**config.mk**
```make
export PLATFORM = sky130hd
export DESIGN_NAME = fsc_cmd_core
export DESIGN_NICKNAME = d
export VERILOG_FILES = /design/src/hdl/fsc_pkg.sv /design/src/hdl/fsc_cmd_core.sv /design/src/hdl/fsc_delay_timer.sv
export SDC_FILE = /design/constraint.sdc
export NUM_CORES = 1
export LEC_CHECK = 0
export BUFFER_PORTS_ARGS = -buffer_cell sky130_fd_sc_hd__buf_2
export CORE_MARGIN = 5
export CORE_UTILIZATION = 60
export CTS_CLUSTER_SIZE = 12
export DETAILED_ROUTE_END_ITERATION = 12
export PLACE_DENSITY = 0.78
export SYNTH_ARGS = -nofsm -noshare
export SYNTH_HDL_FRONTEND = slang
export SYNTH_SLANG_ARGS = --single-unit
```
**constraint.sdc**
```tcl
create_clock -name ref_clk_i -period 6.8 [get_ports ref_clk_i]
set_input_delay 1.36 -clock ref_clk_i [delete_from_list [all_inputs] [get_ports ref_clk_i]]
set_output_delay 1.36 -clock ref_clk_i [all_outputs]
set_load 0.1 [all_outputs]
```
**src/hdl/fsc_pkg.sv**
```systemverilog
// Purpose: constants for the floppy control-command decoder
// Assumes: 200 MHz core clock, one drive engine shared by all drives
// Notes: times are kept in their own unit and turned into cycles here
// How it works
// interrupt query clears interrupt, returns status zero
// status zero carries seek-end and completion cause
// query opcode is lone D3, straight to result
// drive query takes select byte, returns drive status
// timing setup loads step and unload nibbles
// undefined opcode ends at once, no interrupt
// undefined opcode sets direction and request bits
// undefined opcode result byte reads eighty hex
// undefined opcode returns to idle, drives untouched
// non-dma byte transfer need raises interrupt
// host queries interrupt after every seek/recalibrate
// recalibrate gives up abnormally after 77 steps
// seek ends at target; busy drops after command
// timing setup third byte loads head load delay
// step spacing and head delays are honoured
package fsc_pkg;
   localparam logic [7:0] OP_SPECIFY = 8'h03;
   localparam logic [7:0] OP_SENSE_DRV = 8'h04;
   localparam logic [7:0] OP_RECAL = 8'h07;
   localparam logic [7:0] OP_SENSE_INT = 8'h08;
   localparam logic [7:0] OP_SEEK = 8'h0F;
   localparam logic [7:0] INVALID_RESULT = 8'h80;
   // status byte zero fields
   localparam int SZ_CODE_LO = 6;
   localparam int SZ_SEEK_END = 5;
   localparam int SZ_EQUIP = 4;
   localparam int SZ_HEAD = 2;
   localparam logic [1:0] CODE_NORMAL = 2'h0;
   localparam logic [1:0] CODE_ABNORMAL = 2'h1;
   localparam logic [1:0] CODE_INVALID = 2'h2;
   localparam logic [1:0] CODE_POLL = 2'h3;
   // drive status byte fields
   localparam int DRV_FAULT = 7;
   localparam int DRV_WPROT = 6;
   localparam int DRV_READY = 5;
   localparam int DRV_TRK0 = 4;
   localparam int DRV_TWO_SIDE = 3;
   localparam int DRV_HEAD = 2;
   localparam logic [6:0] RECAL_MAX_STEPS = 7'h4D;
   localparam logic [4:0] STEP_UNITS_TOP = 5'h10;
   localparam int TMR_W = 26;
   // timing
   localparam int unsigned CLK_PERIOD_NS = 5;
   localparam int unsigned STEP_UNIT_NS = 1000000;
   localparam int unsigned LOAD_UNIT_NS = 1000000;
   localparam int unsigned UNLOAD_UNIT_NS = 1000000;
   localparam int unsigned STEP_PULSE_NS = 1000;
   localparam int unsigned STEP_UNIT_CYC = (STEP_UNIT_NS + CLK_PERIOD_NS - 1) / CLK_PERIOD_NS;
   localparam int unsigned LOAD_UNIT_CYC = (LOAD_UNIT_NS + CLK_PERIOD_NS - 1) / CLK_PERIOD_NS;
   localparam int unsigned UNLOAD_UNIT_CYC = (UNLOAD_UNIT_NS + CLK_PERIOD_NS - 1) / CLK_PERIOD_NS;
   localparam int unsigned STEP_PULSE_CYC = (STEP_PULSE_NS + CLK_PERIOD_NS - 1) / CLK_PERIOD_NS;
endpackage : fsc_pkg

```
**src/hdl/fsc_cmd_core.sv**
```systemverilog
// Purpose: control-command decoder and seek engine of a floppy controller
// Assumes: host writes bytes only while rqm_o high and dio_o low
// Notes: seek and recalibrate run in the background after the command
`timescale 1ns/10ps
`default_nettype none
module fsc_cmd_core #(
   parameter int unsigned STEP_UNIT_CYC = fsc_pkg::STEP_UNIT_CYC,
   parameter int unsigned LOAD_UNIT_CYC = fsc_pkg::LOAD_UNIT_CYC,
   parameter int unsigned UNLOAD_UNIT_CYC = fsc_pkg::UNLOAD_UNIT_CYC
) (
   input wire logic ref_clk_i,
   input wire logic nrst_i,
   input wire logic ce_i,
   input wire logic cmd_wr_i,
   input wire logic [7:0] cmd_data_i,
   input wire logic res_rd_i,
   input wire logic xfer_req_i,
   input wire logic track_zero_sense_n_i,
   input wire logic drv_ready_i,
   input wire logic drv_wprot_i,
   input wire logic drv_fault_i,
   input wire logic drv_two_side_i,
   output logic [7:0] rd_data_o,
   output logic rqm_o,
   output logic dio_o,
   output logic busy_o,
   output logic irq_o,
   output logic step_o,
   output logic dir_o,
   output logic head_load_o,
   output logic head_select_o,
   output logic [1:0] drive_select_o
);
   localparam int W = fsc_pkg::TMR_W;

   // ****************************
   // parameter checks
   // ****************************
   if (STEP_UNIT_CYC < 1 || LOAD_UNIT_CYC < 1 || UNLOAD_UNIT_CYC < 1 ||
       longint'(STEP_UNIT_CYC) * 16 >= (longint'(1) << W) ||
       longint'(LOAD_UNIT_CYC) * 128 >= (longint'(1) << W) ||
       longint'(UNLOAD_UNIT_CYC) * 16 >= (longint'(1) << W)) begin : g_bad_param
      $error("fsc_cmd_core: unit cycle count out of range");
   end

   typedef enum logic [1:0] {HS_CMD, HS_ARG, HS_RES} fsc_host_st_t;
   typedef enum logic [2:0] {E_IDLE, E_LOAD, E_PULSE, E_GAP, E_UNLOAD} fsc_eng_st_t;

   function automatic logic [7:0] status_zero(input logic [1:0] code, input logic seek_end, input logic equip,
                                              input logic hd, input logic [1:0] ds);
      logic [7:0] b;
      b = 8'h00;
      b[fsc_pkg::SZ_CODE_LO +: 2] = code;
      b[fsc_pkg::SZ_SEEK_END] = seek_end;
      b[fsc_pkg::SZ_EQUIP] = equip;
      b[fsc_pkg::SZ_HEAD] = hd;
      b[1:0] = ds;
      return b;
   endfunction : status_zero

   function automatic logic cmd_known(input logic [7:0] op);
      return op == fsc_pkg::OP_SPECIFY || op == fsc_pkg::OP_SENSE_DRV || op == fsc_pkg::OP_RECAL ||
             op == fsc_pkg::OP_SENSE_INT || op == fsc_pkg::OP_SEEK;
   endfunction : cmd_known

   function automatic logic [W-1:0] units_to_cyc(input logic [7:0] units, input int unsigned unit);
      return W'(longint'(units) * longint'(unit));
   endfunction : units_to_cyc

   // ****************************
   // pin synchronisers
   // ****************************
   logic [4:0] pin_meta_q;
   logic [4:0] pin_sync_q;

   always_ff @(posedge ref_clk_i or negedge nrst_i) begin
      if (!nrst_i) begin
         pin_meta_q <= 5'h01;
         pin_sync_q <= 5'h01;
      end else if (ce_i) begin
         pin_meta_q <= {drv_two_side_i, drv_fault_i, drv_wprot_i, drv_ready_i, track_zero_sense_n_i};
         pin_sync_q <= pin_meta_q;
      end
   end

   logic trk0;
   assign trk0 = !pin_sync_q[0];

   // ****************************
   // host command sequencer
   // ****************************
   fsc_host_st_t hs_q, hs_d;
   logic [7:0] op_q;
   logic arg_idx_q;
   logic rqm_q, dio_q, busy_q;
   logic accept, pop, last_arg, new_sense_int, new_invalid, eng_start;

   assign accept = ce_i && cmd_wr_i && rqm_q && !dio_q;
   assign pop = ce_i && res_rd_i && hs_q == HS_RES;
   assign last_arg = (op_q == fsc_pkg::OP_SPECIFY || op_q == fsc_pkg::OP_SEEK) ? arg_idx_q : 1'b1;
   assign new_sense_int = accept && hs_q == HS_CMD && cmd_data_i == fsc_pkg::OP_SENSE_INT;
   assign new_invalid = accept && hs_q == HS_CMD && !cmd_known(cmd_data_i);

   always_comb begin
      hs_d = hs_q;
      unique case (hs_q)
         HS_CMD: begin
            if (accept) begin
               hs_d = (cmd_data_i == fsc_pkg::OP_SENSE_INT || !cmd_known(cmd_data_i)) ? HS_RES : HS_ARG;
            end
         end
         HS_ARG: begin
            if (accept && last_arg) begin
               hs_d = (op_q == fsc_pkg::OP_SENSE_DRV) ? HS_RES : HS_CMD;
            end
         end
         HS_RES: begin
            if (pop) begin
               hs_d = HS_CMD;
            end
         end
      endcase
   end

   always_ff @(posedge ref_clk_i or negedge nrst_i) begin
      if (!nrst_i) begin
         hs_q <= HS_CMD;
         op_q <= 8'h00;
         arg_idx_q <= 1'b0;
      end else if (ce_i) begin
         hs_q <= hs_d;
         if (accept) begin
            arg_idx_q <= hs_q == HS_ARG;
            if (hs_q == HS_CMD) begin
               op_q <= cmd_data_i;
            end
         end
      end
   end

   // main status: byte accepted drops rqm for one cycle
   always_ff @(posedge ref_clk_i or negedge nrst_i) begin
      if (!nrst_i) begin
         rqm_q <= 1'b1;
         dio_q <= 1'b0;
         busy_q <= 1'b0;
      end else if (ce_i) begin
         rqm_q <= !(accept || pop);
         dio_q <= hs_d == HS_RES;
         busy_q <= hs_d != HS_CMD;
      end
   end

   // ****************************
   // timing setup and drive select
   // ****************************
   logic [3:0] step_int_q, unload_q;
   logic [6:0] load_q;
   logic hd_q;
   logic [1:0] ds_q;

   always_ff @(posedge ref_clk_i or negedge nrst_i) begin
      if (!nrst_i) begin
         step_int_q <= 4'h0;
         unload_q <= 4'h0;
         load_q <= 7'h00;
      end else if (ce_i && accept && hs_q == HS_ARG && op_q == fsc_pkg::OP_SPECIFY) begin
         if (!arg_idx_q) begin
            step_int_q <= cmd_data_i[7:4];
            unload_q <= cmd_data_i[3:0];
         end else begin
            load_q <= cmd_data_i[7:1];
         end
      end
   end

   always_ff @(posedge ref_clk_i or negedge nrst_i) begin
      if (!nrst_i) begin
         hd_q <= 1'b0;
         ds_q <= 2'h0;
      end else if (ce_i && accept && hs_q == HS_ARG && !arg_idx_q && op_q != fsc_pkg::OP_SPECIFY) begin
         hd_q <= cmd_data_i[2];
         ds_q <= cmd_data_i[1:0];
      end
   end

   // ****************************
   // result byte and interrupt
   // ****************************
   logic [7:0] rd_q, int_sz_q, eng_sz_q;
   logic int_pend_q, poll_pend_q, poll_arm_q, irq_q, eng_done_q;
   logic [7:0] drv_st;

   always_comb begin
      drv_st = 8'h00;
      drv_st[fsc_pkg::DRV_FAULT] = pin_sync_q[3];
      drv_st[fsc_pkg::DRV_WPROT] = pin_sync_q[2];
      drv_st[fsc_pkg::DRV_READY] = pin_sync_q[1];
      drv_st[fsc_pkg::DRV_TRK0] = trk0;
      drv_st[fsc_pkg::DRV_TWO_SIDE] = pin_sync_q[4];
      drv_st[fsc_pkg::DRV_HEAD] = cmd_data_i[2];
      drv_st[1:0] = cmd_data_i[1:0];
   end

   always_ff @(posedge ref_clk_i or negedge nrst_i) begin
      if (!nrst_i) begin
         rd_q <= 8'h00;
      end else if (ce_i && accept) begin
         if (new_sense_int) begin
            rd_q <= int_pend_q ? int_sz_q :
                    poll_pend_q ? status_zero(fsc_pkg::CODE_POLL, 1'b0, 1'b0, 1'b0, 2'h0) :
                    fsc_pkg::INVALID_RESULT;
         end else if (new_invalid) begin
            rd_q <= status_zero(fsc_pkg::CODE_INVALID, 1'b0, 1'b0, 1'b0, 2'h0);
         end else if (hs_q == HS_ARG && op_q == fsc_pkg::OP_SENSE_DRV) begin
            rd_q <= drv_st;
         end
      end
   end

   // event set wins over the query's clear
   always_ff @(posedge ref_clk_i or negedge nrst_i) begin
      if (!nrst_i) begin
         int_pend_q <= 1'b0;
         int_sz_q <= 8'h00;
         poll_pend_q <= 1'b1;
         poll_arm_q <= 1'b1;
         irq_q <= 1'b0;
      end else if (ce_i) begin
         poll_arm_q <= 1'b0;
         if (new_sense_int) begin
            poll_pend_q <= 1'b0;
         end
         if (eng_done_q) begin
            int_pend_q <= 1'b1;
            int_sz_q <= eng_sz_q;
         end else if (new_sense_int) begin
            int_pend_q <= 1'b0;
         end
         if (eng_done_q || xfer_req_i || poll_arm_q) begin
            irq_q <= 1'b1;
         end else if (new_sense_int) begin
            irq_q <= 1'b0;
         end
      end
   end

   // ****************************
   // seek and recalibrate engine
   // ****************************
   fsc_eng_st_t eng_q;
   logic [7:0] cur_cyl_q, tgt_cyl_q;
   logic [6:0] steps_q;
   logic recal_q, step_q, dir_q, head_q, eng_hd_q, tmr_load_q, tmr_done;
   logic [1:0] eng_ds_q;
   logic [W-1:0] tmr_cnt_q;
   logic at_target, give_up;

   assign eng_start = accept && hs_q == HS_ARG && last_arg &&
                      (op_q == fsc_pkg::OP_RECAL || op_q == fsc_pkg::OP_SEEK) &&
                      (eng_q == E_IDLE || eng_q == E_UNLOAD);
   assign at_target = recal_q ? trk0 : cur_cyl_q == tgt_cyl_q;
   assign give_up = recal_q && steps_q == fsc_pkg::RECAL_MAX_STEPS;

   always_ff @(posedge ref_clk_i or negedge nrst_i) begin
      if (!nrst_i) begin
         eng_q <= E_IDLE;
         cur_cyl_q <= 8'h00;
         tgt_cyl_q <= 8'h00;
         steps_q <= 7'h00;
         recal_q <= 1'b0;
         step_q <= 1'b0;
         dir_q <= 1'b0;
         head_q <= 1'b0;
         eng_hd_q <= 1'b0;
         eng_ds_q <= 2'h0;
         eng_done_q <= 1'b0;
         eng_sz_q <= 8'h00;
         tmr_load_q <= 1'b0;
         tmr_cnt_q <= '0;
      end else if (ce_i) begin
         tmr_load_q <= 1'b0;
         eng_done_q <= 1'b0;
         if (eng_start) begin
            recal_q <= op_q == fsc_pkg::OP_RECAL;
            tgt_cyl_q <= op_q == fsc_pkg::OP_RECAL ? 8'h00 : cmd_data_i;
            // direction settles at least three cycles before the first step edge, only one if the unload delay ends in the start cycle
            dir_q <= op_q != fsc_pkg::OP_RECAL && cur_cyl_q < cmd_data_i;
            eng_hd_q <= op_q == fsc_pkg::OP_RECAL ? 1'b0 : hd_q;
            eng_ds_q <= op_q == fsc_pkg::OP_RECAL ? cmd_data_i[1:0] : ds_q;
            steps_q <= 7'h00;
            head_q <= 1'b1;
            tmr_load_q <= 1'b1;
            tmr_cnt_q <= head_q ? W'(1) : units_to_cyc({load_q == 7'h00, load_q}, LOAD_UNIT_CYC);
            eng_q <= E_LOAD;
         end else begin
            unique case (eng_q)
               E_IDLE: begin
               end
               E_LOAD, E_GAP: begin
                  if (tmr_done) begin
                     tmr_load_q <= 1'b1;
                     if (at_target || give_up) begin
                        eng_done_q <= 1'b1;
                        eng_sz_q <= status_zero(at_target ? fsc_pkg::CODE_NORMAL : fsc_pkg::CODE_ABNORMAL,
                                                1'b1, !at_target, eng_hd_q, eng_ds_q);
                        if (recal_q && at_target) begin
                           cur_cyl_q <= 8'h00;
                        end
                        tmr_cnt_q <= units_to_cyc({3'h0, unload_q == 4'h0, unload_q}, UNLOAD_UNIT_CYC);
                        eng_q <= E_UNLOAD;
                     end else begin
                        step_q <= 1'b1;
                        tmr_cnt_q <= W'(fsc_pkg::STEP_PULSE_CYC);
                        eng_q <= E_PULSE;
                     end
                  end
               end
               E_PULSE: begin
                  if (tmr_done) begin
                     step_q <= 1'b0;
                     cur_cyl_q <= dir_q ? cur_cyl_q + 8'h01 : cur_cyl_q - 8'h01;
                     steps_q <= steps_q + 7'h01;
                     tmr_load_q <= 1'b1;
                     tmr_cnt_q <= units_to_cyc({3'h0, fsc_pkg::STEP_UNITS_TOP - {1'b0, step_int_q}},
                                               STEP_UNIT_CYC);
                     eng_q <= E_GAP;
                  end
               end
               E_UNLOAD: begin
                  if (tmr_done) begin
                     head_q <= 1'b0;
                     eng_q <= E_IDLE;
                  end
               end
            endcase
         end
      end
   end

   fsc_delay_timer #(.W(W)) u_timer (
      .ref_clk_i(ref_clk_i),
      .nrst_i(nrst_i),
      .ce_i(ce_i),
      .load_i(tmr_load_q),
      .count_i(tmr_cnt_q),
      .done_o(tmr_done)
   );

   assign rd_data_o = rd_q;
   assign rqm_o = rqm_q;
   assign dio_o = dio_q;
   assign busy_o = busy_q;
   assign irq_o = irq_q;
   assign step_o = step_q;
   assign dir_o = dir_q;
   assign head_load_o = head_q;
   assign head_select_o = hd_q;
   assign drive_select_o = ds_q;

   // ****************************
   // checks
   // ****************************
   chk_sense_irq_clear: assert property (@(posedge ref_clk_i) disable iff (!nrst_i)
      new_sense_int && !eng_done_q && !xfer_req_i && !poll_arm_q |=> !irq_o && dio_o)
      else $error("interrupt query did not clear interrupt");
   chk_poll_code: assert property (@(posedge ref_clk_i) disable iff (!nrst_i)
      new_sense_int && !int_pend_q && poll_pend_q |=> rd_data_o == 8'hC0)
      else $error("polling cause not reported");
   chk_drive_status: assert property (@(posedge ref_clk_i) disable iff (!nrst_i)
      accept && hs_q == HS_ARG && op_q == fsc_pkg::OP_SENSE_DRV
      |=> rd_data_o[2:0] == $past(cmd_data_i[2:0]) && dio_o)
      else $error("drive status byte wrong");
   chk_specify_load: assert property (@(posedge ref_clk_i) disable iff (!nrst_i)
      accept && hs_q == HS_ARG && op_q == fsc_pkg::OP_SPECIFY && !arg_idx_q
      |=> step_int_q == $past(cmd_data_i[7:4]) && unload_q == $past(cmd_data_i[3:0]) && !dio_o)
      else $error("timing setup not loaded");
   chk_invalid_noirq: assert property (@(posedge ref_clk_i) disable iff (!nrst_i)
      new_invalid && !irq_o && !eng_done_q && !xfer_req_i && !poll_arm_q |=> !irq_o)
      else $error("undefined opcode raised interrupt");
   chk_invalid_msr: assert property (@(posedge ref_clk_i) disable iff (!nrst_i)
      new_invalid && ce_i |=> !rqm_o ##1 (rqm_o && dio_o && rd_data_o == fsc_pkg::INVALID_RESULT))
      else $error("undefined opcode status or byte wrong");
   chk_recal_limit: assert property (@(posedge ref_clk_i) disable iff (!nrst_i)
      eng_done_q && eng_sz_q[fsc_pkg::SZ_EQUIP] |-> recal_q && steps_q == 7'h4D)
      else $error("recalibrate ended abnormally early");
   chk_seek_end: assert property (@(posedge ref_clk_i) disable iff (!nrst_i)
      eng_done_q && !recal_q |-> cur_cyl_q == tgt_cyl_q && eng_sz_q[fsc_pkg::SZ_SEEK_END])
      else $error("seek ended off target");
   chk_step_head: assert property (@(posedge ref_clk_i) disable iff (!nrst_i)
      $rose(step_o) |-> head_load_o && $past(tmr_done))
      else $error("step without loaded head or delay");
endmodule : fsc_cmd_core
`default_nettype wire

```
**src/hdl/fsc_delay_timer.sv**
```systemverilog
// Purpose: one-shot down counter for step and head delays
// Assumes: count_i is at least one when load_i is high
// Notes: a new load overrides a running count
`timescale 1ns/10ps
`default_nettype none
module fsc_delay_timer #(
   parameter int W = fsc_pkg::TMR_W
) (
   input wire logic ref_clk_i,
   input wire logic nrst_i,
   input wire logic ce_i,
   input wire logic load_i,
   input wire logic [W-1:0] count_i,
   output logic done_o
);
   logic [W-1:0] cnt_q;
   logic done_q;

   always_ff @(posedge ref_clk_i or negedge nrst_i) begin
      if (!nrst_i) begin
         cnt_q <= '0;
         done_q <= 1'b0;
      end else if (ce_i) begin
         done_q <= 1'b0;
         if (load_i) begin
            cnt_q <= count_i;
         end else if (cnt_q == W'(1)) begin
            cnt_q <= '0;
            done_q <= 1'b1;
         end else if (cnt_q != '0) begin
            cnt_q <= cnt_q - W'(1);
         end
      end
   end

   assign done_o = done_q;
endmodule : fsc_delay_timer
`default_nettype wire

```
Yosys cells after proc, flatten, opt, wreduce, memory -nomap -nowiden
Index checks and enable logic that the tools add are counted.

Flip-flop bits (word level): 156. Input port bits: 19. Output and inout bits: 18. Logic and storage cells: 210.

$add $sub $neg: 5. Multiply operators: 3. $lt $le $gt $ge: 1. Equality and inequality tests: 29. Muxes and demuxes: 59. Bitwise operators: 2. Reduce and logical (&&, ||, !) cells: 76.

Operator list (count): $mux 26 (7); $mux 8 (10); $pmux 26 s2 (1); $mul 5x12->17 const B (2); $eq 8x3->1 const B (4); $mux 7 (4); $eq 26x1->1 const B (1); $reduce_bool 26->1 (1); $sub 26x1->26 const B (1); $eq 8x4->1 const B (3); $mux 23 (1); $logic_and 1x1->1 (22); $mux 1 (21); $mul 8x12->20 const B (1); $reduce_and 2->1 (10); $eq 8x2->1 const B (2); $pmux 8 s2 (1); $mux 3 (5); $reduce_bool 2->1 (7); $logic_or 1x1->1 (12); $mux 2 (6); $reduce_and 5->1 (2); $ne 3x2->1 const B (3); $pmux 3 s3 (1); other kinds (32) (47).

Logic depth before layout (Yosys ltp)
Gate-level depths: netlist of the first run.

Depth after elaboration: 11. Depth in mapped cells: 17. Mapped depth without buffers: 17.

Cells and area by module
Synthesis of the first run repeated with hierarchy kept, for this count alone.

Cells, all modules: 1202. Area, all modules: 10948.0 um^2.

By module, submodules not included: fsc_cmd_core (instances 1, cells each 970, area an instance 8988.6 um^2, sequential area each 3034.2 um^2); fsc_delay_timer (instances 1, cells each 232, area an instance 1959.4 um^2, sequential area each 675.6 um^2).

Worst setup path before layout of the first run
Ideal clock, no wire load.

Kind: register to register. Start: register load_q[0]. End: register tmr_cnt_q[22]. Setup time: 0.143 ns. Data arrival time: 3.946 ns. Data required time: 6.657 ns. Setup slack: 2.711 ns. Cell stages (with the launch flop): 18. Buffers on the path: 0. Period minus slack after synthesis: 4.089 ns. Cells stage by stage: dfrtp_1 -> inv_1 -> ha_1 -> and4_1 -> ha_1 -> xnor2_1 -> inv_1 -> fa_1 -> inv_1 -> ha_1 -> ha_1 -> o211ai_1 -> a21oi_1 -> a221o_1 -> a21o_1 -> xor2_1 -> a222oi_1 -> o211ai_1.

Longest elaborated chain between the ends: 4.

Ends and longest elaborated chain: start: declaration (RTL line fsc_cmd_core.sv:158) `logic [6:0] load_q;`; start signal: assignment (RTL line fsc_cmd_core.sv:172) `load_q <= cmd_data_i[7:1];`; $logic_not 7->1 (RTL line fsc_cmd_core.sv:294) `tmr_cnt_q <= head_q ? W'(1) : units_to_cyc({load_q == 7'h00, load_q}, LOAD_UNIT_CYC);`; $mul 8x12->20 * (RTL line fsc_cmd_core.sv:67) `return W'(longint'(units) * longint'(unit));`; $mux 26 * (RTL line fsc_cmd_core.sv:294); $mux 26 * (RTL line fsc_cmd_core.sv:284) `if (eng_start) begin`; end signal: assignment (RTL line fsc_cmd_core.sv:294); end signal: assignment (RTL line fsc_cmd_core.sv:310) `tmr_cnt_q <= units_to_cyc({3'h0, unload_q == 4'h0, unload_q}, UNLOAD_UNIT_CYC);`; end signal: assignment (RTL line fsc_cmd_core.sv:314) `tmr_cnt_q <= W'(fsc_pkg::STEP_PULSE_CYC);`; end: declaration (RTL line fsc_cmd_core.sv:256) `logic [W-1:0] tmr_cnt_q;`.

Mark *: on every way between the ends. The rest lies on a longest branch, timed or not. A chain may end at the register's enable or synchronous reset.

Final worst setup path of the first run
Ends and elaborated chain as after synthesis.

==> run metrics, run 1 <==
status complete, no violations; crit-path most repeated cell ha_1; max frequency between 200 and 250 MHz; yosys warns 0; Num CTS Buffers 17; multi-input logic area between 6000 and 7000 sq um; GRT overflow 0; endpoints failing hold 0; Clock Skew approximately 0.0067 ns; Std-Cell Rows 48; Syn Area/Cell roughly 9.3 sq um; Reg2Reg Depth 17; post-synth top area share 0.339; DRT iter0 DRCs about 520; reg2reg end tmr_cnt_q[22]; Yosys cell types between 70 and 80; H-tree depth 4; internal power ~0.0018 W; Die Width roughly 140 microns; pin count of the biggest net entering global routing 100; post-synthesis async set-or-reset flop share 1.00; Worst-path clk slew 0.07 ns; synthesis-stage register bit count between 100 and 150; most common cell after layout, fill and taps aside dfrtp_1; CTS root buffer clkbuf_16; core area 17,300 sq um; Final ANT Viol Nets 0; CP Max Fanout 7; nets between 1,000 and 1,500; CTS tree done; RD Place Congestion 0.910; r2r setup slk 2.23 ns; Slew @ Worst Pin 1.04 ns; Fill cells 1,367; I/O Buffers 36; area leader, netlist dfrtp_1; # Post-CTS Setup Buffers 0; Initial Utilization 0.610; worst min path class reg2reg; Psw 0.00103 W; WL final 25,700 microns; first-pass GRT wire length approximately 43,000 microns; setup tns final 0 ns; fin crit period approximately 4.6 ns; CP max-delay cell dfrtp_1; Vias per Instance roughly 6; max-cap violation count 0; top cells by area, synth dfrtp_1 34%, ha_1 16%, o21ai_0 5.8%; Worst-Skew Late Latency between 0.4 and 0.5 ns; Setup-failing EPs final 0; syn_nets 1,311; Sink Count around 150; fin util 0.667; die area 20,300 sq um; Clock Power Share 0.347; Post-Synthesis Cell Area ~11,000 sq um; Switching Fraction 0.369; commonest cells after routing, fill and taps aside 143 x dfrtp_1, 135 x ha_1, 123 x o21ai_0, 122 x nand2_1, 76 x inv_1; antenna cells 0; Area growth syn-to-layout 9.23%; layout cells sized above 1 0.105; routed via count 8,589; GRT Total Usage 0.264; Max clock buf depth 2; DRC viols 0; Slew Viols, Final 0; routed length per instance about 18 microns; combinational share of power 0.246; CTS Hold Bufs 0; Crit. End Element flip-flop; sequential element share of the synthesized area 0.351; IO Pins 37; Peak VDD IR ~0.29 mV; 1st-pass router iterations 6; final worst-path cycle share 0.672; Rel. slew slack 0.302; leakage between 5 and 6 nW; min-delay src poll_arm_q; crit path from load_q[0]; Critical Path RT just over 7 ns; RSZ-0062 raised after global routing no; die height ~140 microns; Mapped Cells around 1,100; post-cts sizing count 0; slowest stage delay, CP between 0.5 and 0.6 ns; Crit Path Category reg2reg; crit-path cells inv_1 > ha_1 > and4_1 > ha_1 > xnor2_1 > inv_1 > fa_1 > inv_1 > ha_1 > ha_1 > o211ai_1 > a21oi_1 > a221o_1 > a21o_1 > xor2_1 > a222oi_1 > o211ai_1; sequential cell area around 3700 sq um; CP Buf/Inv Count 3; Arr. time, crit path roughly 4.9 ns; vias in the first global route ~8,400; Post-synth EDFFs 0; RR Startpoint load_q[0]; Critical Path End tmr_cnt_q[22]; top cell family by delay on the critical path adder cells; pwr/cell area approximately 240 nW/um^2; initial antenna violation count 0; CP startpoint kind flip-flop; predominant post-synthesis flop cell dfrtp_1; critical path depth in cells 17; Reg power frac 0.407; Detail Placement HPWL 18,900 microns
[kinds of logic (layout without fill, tap and decap cells)]
| logic type | count (synthesis) | in the layout | synth area share |
|---|---|---|---|
| buffers and inverters | 114 | 151 | 0.0426 |
| adders and majority gates | 152 | 152 | 0.192 |
| xor gates and xnor gates | 59 | 59 | 0.0490 |
| DFF | 148 | 148 | 0.351 |
| and+or+nand+nor | 325 | 325 | 0.151 |
| muxes | 24 | 24 | 0.0254 |
| AOI/OAI and AO/OA | 318 | 318 | 0.188 |
[worst min path at each step]
stage                             to  cells past startpoint
after floorplan             eng_hd_q                      2
after global placement      eng_hd_q                      2
after detailed placement    eng_hd_q                      2
after CTS                 poll_arm_q                      1
after global routing      poll_arm_q                      1
final                     poll_arm_q                      1
[routing by layer]
layer / vias up / track usage / wire, microns
met4: 0 / 0.0805 / 716
met1: 4163 / 0.380 / 11900
met3: 53 / 0.0522 / 1480
li1: 4140 / - / -
met5: - / 0 / 0
met2: 233 / 0.405 / 11600
[worst register-to-register path, delay by kind of cell, from the launching register on]
| kind | cells | cell delay [ns] |
|---|---|---|
| buffers and inverters | 3 | 0.29 |
| flip-flops | 1 | 0.54 |
| AO/OA/AOI/OAI | 6 | 1.30 |
| AND/OR/NAND/NOR | 1 | 0.21 |
| adder cells (fa/ha/maj) | 5 | 1.70 |
| XOR/XNOR | 2 | 0.39 |
[cells in the mapped netlist, drive strengths merged, types with 6 or more instances]
master / count
nor3: 27
o31ai: 10
a21oi: 53
nand3: 17
o21ai: 129
a31oi: 12
ha: 135
dfrtp: 143
nor2b: 9
nor2: 72
or2: 7
o22ai: 6
fa: 17
o21a: 11
clkbuf: 29
a211oi: 8
nor4: 12
nand2: 123
nand2b: 12
o211ai: 7
xor2: 35
or3: 6
a21boi: 6
mux2: 22
xnor2: 24
buf: 9
a22oi: 15
a21o: 16
inv: 76
a32oi: 8
nand4: 10
and2: 7
[metrics by stage]
step	hold slack (ns)	area (sq um)	total power, W	worst slack [ns]	std cells
3_5_place_dp	0.454	10900	0.00182	2.27	1370
2_1_floorplan	0.433	10600	0.00166	2.71	1140
4_1_cts	0.487	11500	0.00278	2.24	1402
3_3_place_gp	0.447	10900	0.00180	2.41	1370
5_1_grt	0.494	11500	0.00291	1.94	1402
6_report	0.489	11500	0.00278	2.23	1402
[area by class of cell]
cell class / instances / area share
flip-flops and latches: 148 / 0.322
repair buffers: 43 / 0.0207
inverters: 76 / 0.0247
well taps: 225 / 0.0244
clock inverters: 13 / 0.0129
clock buffers: 19 / 0.0393
multi-input cells: 878 / 0.556
[power by group through the flow]
stage	combinational [W]	clock (W)	sequential, W
after floorplan	0.000317	0	0.00134
after detailed placement	0.000677	0	0.00114
after global placement	0.000662	0	0.00114
after global routing	0.000750	0.00101	0.00115
after CTS	0.000684	0.000967	0.00113
final	0.000684	0.000965	0.00113
[state kept, by name (all words and copies together) (netlist names), 2 cells and up]
register,flops
u_timer.cnt_q,26
int_sz_q,5
tmr_cnt_q,22
step_int_q,4
cur_cyl_q,8
eng_ds_q,2
op_q,8
pin_meta_q,5
unload_q,4
steps_q,7
rd_data_o,8
eng_q,3
load_q,7
drive_select_o,2
pin_sync_q,5
eng_sz_q,5
tgt_cyl_q,8
hs_q,2
(Power assumes the default switching activity.)
==> run 2, diff against run 1 <==
--- a/config.mk
+++ b/config.mk
@@ -7,10 +7,10 @@
 export LEC_CHECK = 0
 export BUFFER_PORTS_ARGS = -buffer_cell sky130_fd_sc_hd__buf_2
 export CORE_MARGIN = 5
-export CORE_UTILIZATION = 60
+export CORE_UTILIZATION = 57
 export CTS_CLUSTER_SIZE = 12
 export DETAILED_ROUTE_END_ITERATION = 12
-export PLACE_DENSITY = 0.78
+export PLACE_DENSITY = 0.77
 export SYNTH_ARGS = -nofsm -noshare
 export SYNTH_HDL_FRONTEND = slang
 export SYNTH_SLANG_ARGS = --single-unit
==> constraint.sdc (replaced) <==
create_clock -name ref_clk_i -period 3.98 [get_ports ref_clk_i]
set_input_delay 0.796 -clock ref_clk_i [delete_from_list [all_inputs] [get_ports ref_clk_i]]
set_output_delay 0.796 -clock ref_clk_i [all_outputs]
set_load 0.1 [all_outputs]
==> run metrics, run 2 (synthesis gave the netlist of run 1 again) <==
routed via count 8,799 (+2.4%); nets 1,379 (+3.3%); Top Registers u_timer.cnt_q: 26 flops, tmr_cnt_q: 22 flops; worst min path class in2async; internal power 0.00311 W (+77%); status finished with violations; CTS root buffer clkbuf_16; failing checks setup timing; Final ANT Viol Nets 0 (unchanged); Area growth syn-to-layout 15.7%; most common cell after layout, fill and taps aside dfrtp_1; slowest stage delay, CP 0.57 ns (+0.03 ns); H-tree depth 4 (unchanged); max FFs per register 26 (unchanged); pin count of the biggest net entering global routing 89 (-11%); I/O Buffers 36 (unchanged); IO Pins 37 (unchanged); 1st-pass router iterations 5 (-1); Detail Placement HPWL 19,500 microns (+3.5%); Reg2Reg Depth 15 (-2); die area 21,300 sq um (+4.9%); GRT overflow 0 (unchanged); CP startpoint kind flip-flop; Peak VDD IR 0.297 mV (+3.2%); layer with the highest usage met2; vias in the first global route 8,715 (+3.4%); final worst-path cycle share 1.00 (+0.331); final worst setup slack -0.00961 ns (-2.24 ns); Worst-path clk slew 0.06 ns (about the same); routed length per instance 18.4 microns (+0.19%); Sink Count 148 (unchanged); hold slack 0.420 ns (-0.0688 ns); Setup-failing EPs final 1 (+1); die height 146 microns (+2.4%); initial antenna violation count 0 (unchanged); crit-path most repeated cell ha_4; fin crit period 3.99 ns (-0.577 ns); first-pass GRT wire length 43,700 microns (+1.2%); Largest Register u_timer.cnt_q; Critical Path RT 4.28 ns (-2.82 ns); fin util 0.675 (+0.00847); Crit Path Category reg2reg; Pwr Total 0.00488 W (+75%); leakage 5.81 nW (+4.8%); CTS tree done; Reg power frac 0.398 (-0.009); Slew Viols, Final 0 (unchanged); Slew @ Worst Pin 1.07 ns (+0.0245 ns); Die Width 146 microns (+2.4%); CP max-delay cell fa_2; Rel. slew slack 0.286 (-0.0164); GR Util met1 0.343 (-0.0372); Num CTS Buffers 17 (unchanged); Worst-Skew Late Latency 0.43 ns (about the same); endpoints failing hold 0 (unchanged); DRC viols 0 (unchanged); antenna cells 0 (unchanged); M2 GR Usage 0.398 (-0.00658); max frequency 251 MHz (+14%); Switching Fraction 0.363 (-0.00565); layout cells sized above 1 0.174 (+0.0683); GRT met3 Usage 0.0552 (+0.00292); RD Place Congestion 0.887 (-2.5%); crit-path cells inv_1 > ha_1 > and4_4 > ha_4 > ha_4 > fa_1 > fa_2 > ha_4 > o211ai_1 > a21oi_2 > a221o_1 > a21o_1 > xor2_1 > a222oi_1 > o211ai_1; Vias per Instance 6.07 (-0.95%); Clock Skew 0.00615 ns (-0.000535 ns); RSZ-0062 raised after global routing yes; Arr. time, crit path 4.29 ns (-0.58 ns); DRT iter0 DRCs 582 (+13%); Max clock buf depth 2 (unchanged); Initial Utilization 0.584 (-0.0266); Crit. End Element flip-flop; combinational share of power 0.241 (-0.005); commonest cells after routing, fill and taps aside 141 x dfrtp_1, 122 x nand2_1, 121 x ha_1, 119 x o21ai_0; Psw 0.00177 W (+73%); pwr/cell area 400 nW/um^2 (+66%); Clock Power Share 0.361 (+0.014); GRT Total Usage 0.251 (-0.0125); WL final 26,600 microns (+3.6%); max-cap violation count 0 (unchanged); CP Max Fanout 4 (-3); Std-Cell Rows 49 (+2.1%); core area 18,100 sq um (+4.6%)
==> run 2: cell count changes in the layout (fill, tap and decap cells not counted), moves of 3 or more <==
cell,delta
a21oi_2,+4
o21ai_0,-4
inv_2,+5
ha_4,+12
inv_1,-5
fa_1,-3
a21oi_1,-5
buf_4,+43
inv_6,+3
clkinvlp_4,-3
ha_1,-14
fa_2,+3
==> run 2: critical path, delay by kind of cell (launching register included) <==
| family | cells | cell delay [ns] |
|---|---|---|
| adder cells (fa/ha/maj) | 6 | 1.79 |
| AO/OA/AOI/OAI | 6 | 1.18 |
| flip-flops | 1 | 0.41 |
| AND/OR/NAND/NOR | 1 | 0.27 |
| XOR/XNOR | 1 | 0.14 |
| buffers and inverters | 1 | 0.07 |
==> run 2: power by group through the flow <==
stage	registers (W)	logic, W	clock network [W]
after floorplan	0.00229	0.000541	0
after global placement	0.00195	0.00114	0
after detailed placement	0.00196	0.00116	0
after CTS	0.00194	0.00117	0.00177
after global routing	0.00197	0.00129	0.00185
final	0.00194	0.00118	0.00176
==> run 2: final cells by class <==
cell class                      count  area [sq um]
Inverter                           76           285
Clock inverter                     15           216
Sequential cell                   148          3710
Fill cell                        1399          5880
Timing Repair Buffer               87           582
Clock buffer                       17           425
Tap cell                          229           287
Multi-Input combinational cell    878          6700
==> run 2: per-stage QoR <==
step | area, sq um | std cells | TNS (ns) | setup slack (ns)
after global placement | 11300 | 1415 | -0.114 | -0.0650
after global routing | 12200 | 1450 | -0.755 | -0.157
final | 12200 | 1450 | -0.00961 | -0.00961
after floorplan | 10600 | 1140 | 0 | 0.00461
after detailed placement | 11300 | 1415 | -0.689 | -0.254
after CTS | 12000 | 1450 | 0 | 0.000298
==> run 2: final timing paths <==
check | startpoint | to | slack (ns)
min in group ref_clk_i | eng_sz_q[5] | eng_sz_q[5] | 0.47
max | load_q[2] | tmr_cnt_q[22] | -0.01
min | nrst_i | u_timer.cnt_q[25] | 0.42
min reg2reg | eng_sz_q[5] | eng_sz_q[5] | 0.47
max in group asynchronous | nrst_i | tgt_cyl_q[5] | 2.76
max reg2reg | load_q[2] | tmr_cnt_q[22] | -0.01
==> run 2: what timing repair did <==
action,in CTS,in global routing
pin swaps,14,22
setup buffers,3,0
hold buffers,0,0
resized for setup,15,35
endpoints found under the setup margin,8,9
==> run 2: layer usage <==
layer	vias to the layer above	share of wire
met3	56	0.060
li1	4234	-
met4	0	0.029
met1	4238	0.44
met5	-	0
met2	271	0.47
==> run 3, diff against run 2 <==
--- a/config.mk
+++ b/config.mk
@@ -6,11 +6,13 @@
 export NUM_CORES = 1
 export LEC_CHECK = 0
 export BUFFER_PORTS_ARGS = -buffer_cell sky130_fd_sc_hd__buf_2
+export CELL_PAD_IN_SITES_DETAIL_PLACEMENT = 1
+export CELL_PAD_IN_SITES_GLOBAL_PLACEMENT = 1
 export CORE_MARGIN = 5
-export CORE_UTILIZATION = 57
+export CORE_UTILIZATION = 40
 export CTS_CLUSTER_SIZE = 12
 export DETAILED_ROUTE_END_ITERATION = 12
-export PLACE_DENSITY = 0.77
+export PLACE_DENSITY_LB_ADDON = 0.1
 export SYNTH_ARGS = -nofsm -noshare
 export SYNTH_HDL_FRONTEND = slang
 export SYNTH_SLANG_ARGS = --single-unit
==> run metrics, run 3 (synthesis gave the netlist of run 1 again) <==
CP startpoint kind flip-flop; Peak VDD IR 0.481 mV (+62%); Max clock buf depth 2 (unchanged); DRT iter0 DRCs 455 (-22%); Area growth syn-to-layout 19.7%; Largest Register u_timer.cnt_q; IO Pins 37 (unchanged); vias in the first global route 9,055 (+3.9%); Detail Placement HPWL 23,200 microns (+19%); Placed Cells 1,537 (+8.6%); Slew @ Worst Pin 1.01 ns (-0.0625 ns); CP max-delay cell fa_1; internal power 0.00300 W (-3.5%); H-tree depth 4 (unchanged); endpoints failing hold 0 (unchanged); first-pass GRT wire length 49,700 microns (+14%); most common cell after layout, fill and taps aside dfrtp_1; Crit Path Category reg2reg; max-cap violation count 0 (unchanged); Setup-failing EPs final 0 (-1); Clock Skew 0.0148 ns (+0.00867 ns); max frequency 252 MHz (+0.52%); DRC viols 0 (unchanged); RSZ-0062 raised after global routing yes; commonest cells after routing, fill and taps aside 141 x dfrtp_1, 120 x nand2_1, 120 x ha_1, 115 x o21ai_0, 74 x buf_4; RD Place Congestion 0.871 (-1.8%); fin crit period 3.97 ns (-0.0206 ns); routed length per instance 19.7 microns (+7.2%); slowest stage delay, CP 0.51 ns (-0.06 ns); Switching Fraction 0.381 (+0.0173); Setup Slack @ Placement -0.319 ns (-0.0652 ns); Slew Viols, Final 0 (unchanged); Critical Path RT 4.27 ns (about the same); pwr/cell area 383 nW/um^2 (-4.1%); post-route insts no fill 1,581 (+9.0%); Clock Power Share 0.354 (-0.007); Die Width 172 microns (+18%); Num CTS Buffers 17 (unchanged); Crit. End Element flip-flop; Worst-path clk slew 0.07 ns (about the same); core area 26,100 sq um (+44%); Psw 0.00184 W (+4.0%); routed via count 8,847 (+0.55%); Rel. slew slack 0.327 (+0.0418); I/O Buffers 36 (unchanged); layout cells sized above 1 0.200 (+0.0262); Sink Count 148 (unchanged); 1st-pass router iterations 4 (-1); Top Registers u_timer.cnt_q: 26 flops, tmr_cnt_q: 22 flops; initial antenna violation count 0 (unchanged); nets 1,404 (+1.8%); die area 29,700 sq um (+39%); combinational share of power 0.246 (+0.005); CP Max Fanout 3 (-1); Initial Utilization 0.405 (-0.179); max FFs per register 26 (unchanged); leakage 5.92 nW (+2.0%); CTS Hold Bufs 0 (unchanged); multi-input logic area 6830 sq um (+1.9%); antenna cells 0 (unchanged); GRT overflow 0 (unchanged); status complete, no violations; Final ANT Viol Nets 0 (unchanged); WL final 31,100 microns (+17%); pin count of the biggest net entering global routing 90 (+1.1%); Fill cells 2,940 (+110%); Reg power frac 0.400 (+0.002); CTS root buffer clkbuf_16; CTS tree done; Vias per Instance 5.60 (-7.8%); Worst-Skew Late Latency 0.43 ns (about the same); final worst-path cycle share 0.997 (-0.00517); die height 172 microns (+18%); worst min path class in2async; Std-Cell Rows 59 (+20%); GRT Total Usage 0.213 (-0.0379); sequential cell area 3710 sq um (unchanged); final worst setup slack 0.0110 ns (+0.0206 ns); crit-path cells inv_2 > ha_4 > and4_4 > ha_4 > inv_2 > fa_1 > inv_2 > fa_2 > ha_2 > ha_4 > a21oi_2 > buf_4 > nand2_4 > a221o_1 > a21o_1 > xor2_1 > a222oi_1 > o211ai_1; Arr. time, crit path 4.26 ns (-0.03 ns)
==> run 3: worst max-delay path, delay by kind of cell, from the launching register on <==
kind                       cells  cell delay [ns]
adders and majority gates      6             1.59
AOI/OAI and AO/OA              5             1.04
DFF                            1             0.42
and+or+nand+nor                2             0.33
buffers and inverters          4             0.31
xor gates and xnor gates       1             0.14
==> run 3: cell type report <==
class                      instances  area share
sequential                       148       0.294
clock inverter                    15      0.0151
tap                              335      0.0332
multi-input combinational        878       0.540
inverter                          76      0.0226
timing repair buffer             112      0.0612
clock buffer                      17      0.0337
==> run 3: routing by layer <==
layer | global-route usage | up-vias | share of wire
li1 | - | 4275 | -
met1 | 0.302 | 4439 | 0.49
met2 | 0.345 | 103 | 0.47
met3 | 0.0238 | 30 | 0.023
met4 | 0.0629 | 0 | 0.017
met5 | 0 | - | 0
==> run 3: metrics by stage <==
step | hold WS, ns | area, sq um | utilization | setup TNS, ns | power (W)
after floorplan | 0.433 | 10600 | - | 0 | 0.00284
after global placement | 0.449 | 11600 | 0.443 | -0.701 | 0.00312
after detailed placement | 0.458 | 11600 | 0.443 | -1.74 | 0.00315
after CTS | 0.475 | 12400 | 0.475 | -0.0318 | 0.00489
after global routing | 0.493 | 12600 | 0.485 | -0.472 | 0.00510
final | 0.444 | 12600 | 0.485 | 0 | 0.00484
==> run 3: timing repair <==
action / 4_1_cts / 5_1_grt
buffers inserted: 6 / 6
setup endpoints to repair: 9 / 10
gates resized for setup: 28 / 47
pin swaps: 23 / 35
==> run 3: final timing paths <==
check	start	endpoint	slack, ns	depth (start not counted)
worst min register to register	eng_sz_q[5]	eng_sz_q[5]	0.47	1
worst max register to register	load_q[1]	tmr_cnt_q[22]	0.01	18
min in group ref_clk_i	eng_sz_q[5]	eng_sz_q[5]	0.47	1
worst max-delay path	load_q[1]	tmr_cnt_q[22]	0.01	18
max in group asynchronous	nrst_i	pin_meta_q[0]	2.60	2
worst min-delay path	nrst_i	u_timer.cnt_q[16]	0.44	1
==> run 3: power by group through the flow <==
stage / sequential [W] / combinational, W / clock, W
after floorplan: 0.00229 / 0.000541 / 0
after global placement: 0.00195 / 0.00117 / 0
final: 0.00194 / 0.00119 / 0.00171
after detailed placement: 0.00196 / 0.00120 / 0
after CTS: 0.00193 / 0.00120 / 0.00176
after global routing: 0.00197 / 0.00131 / 0.00182
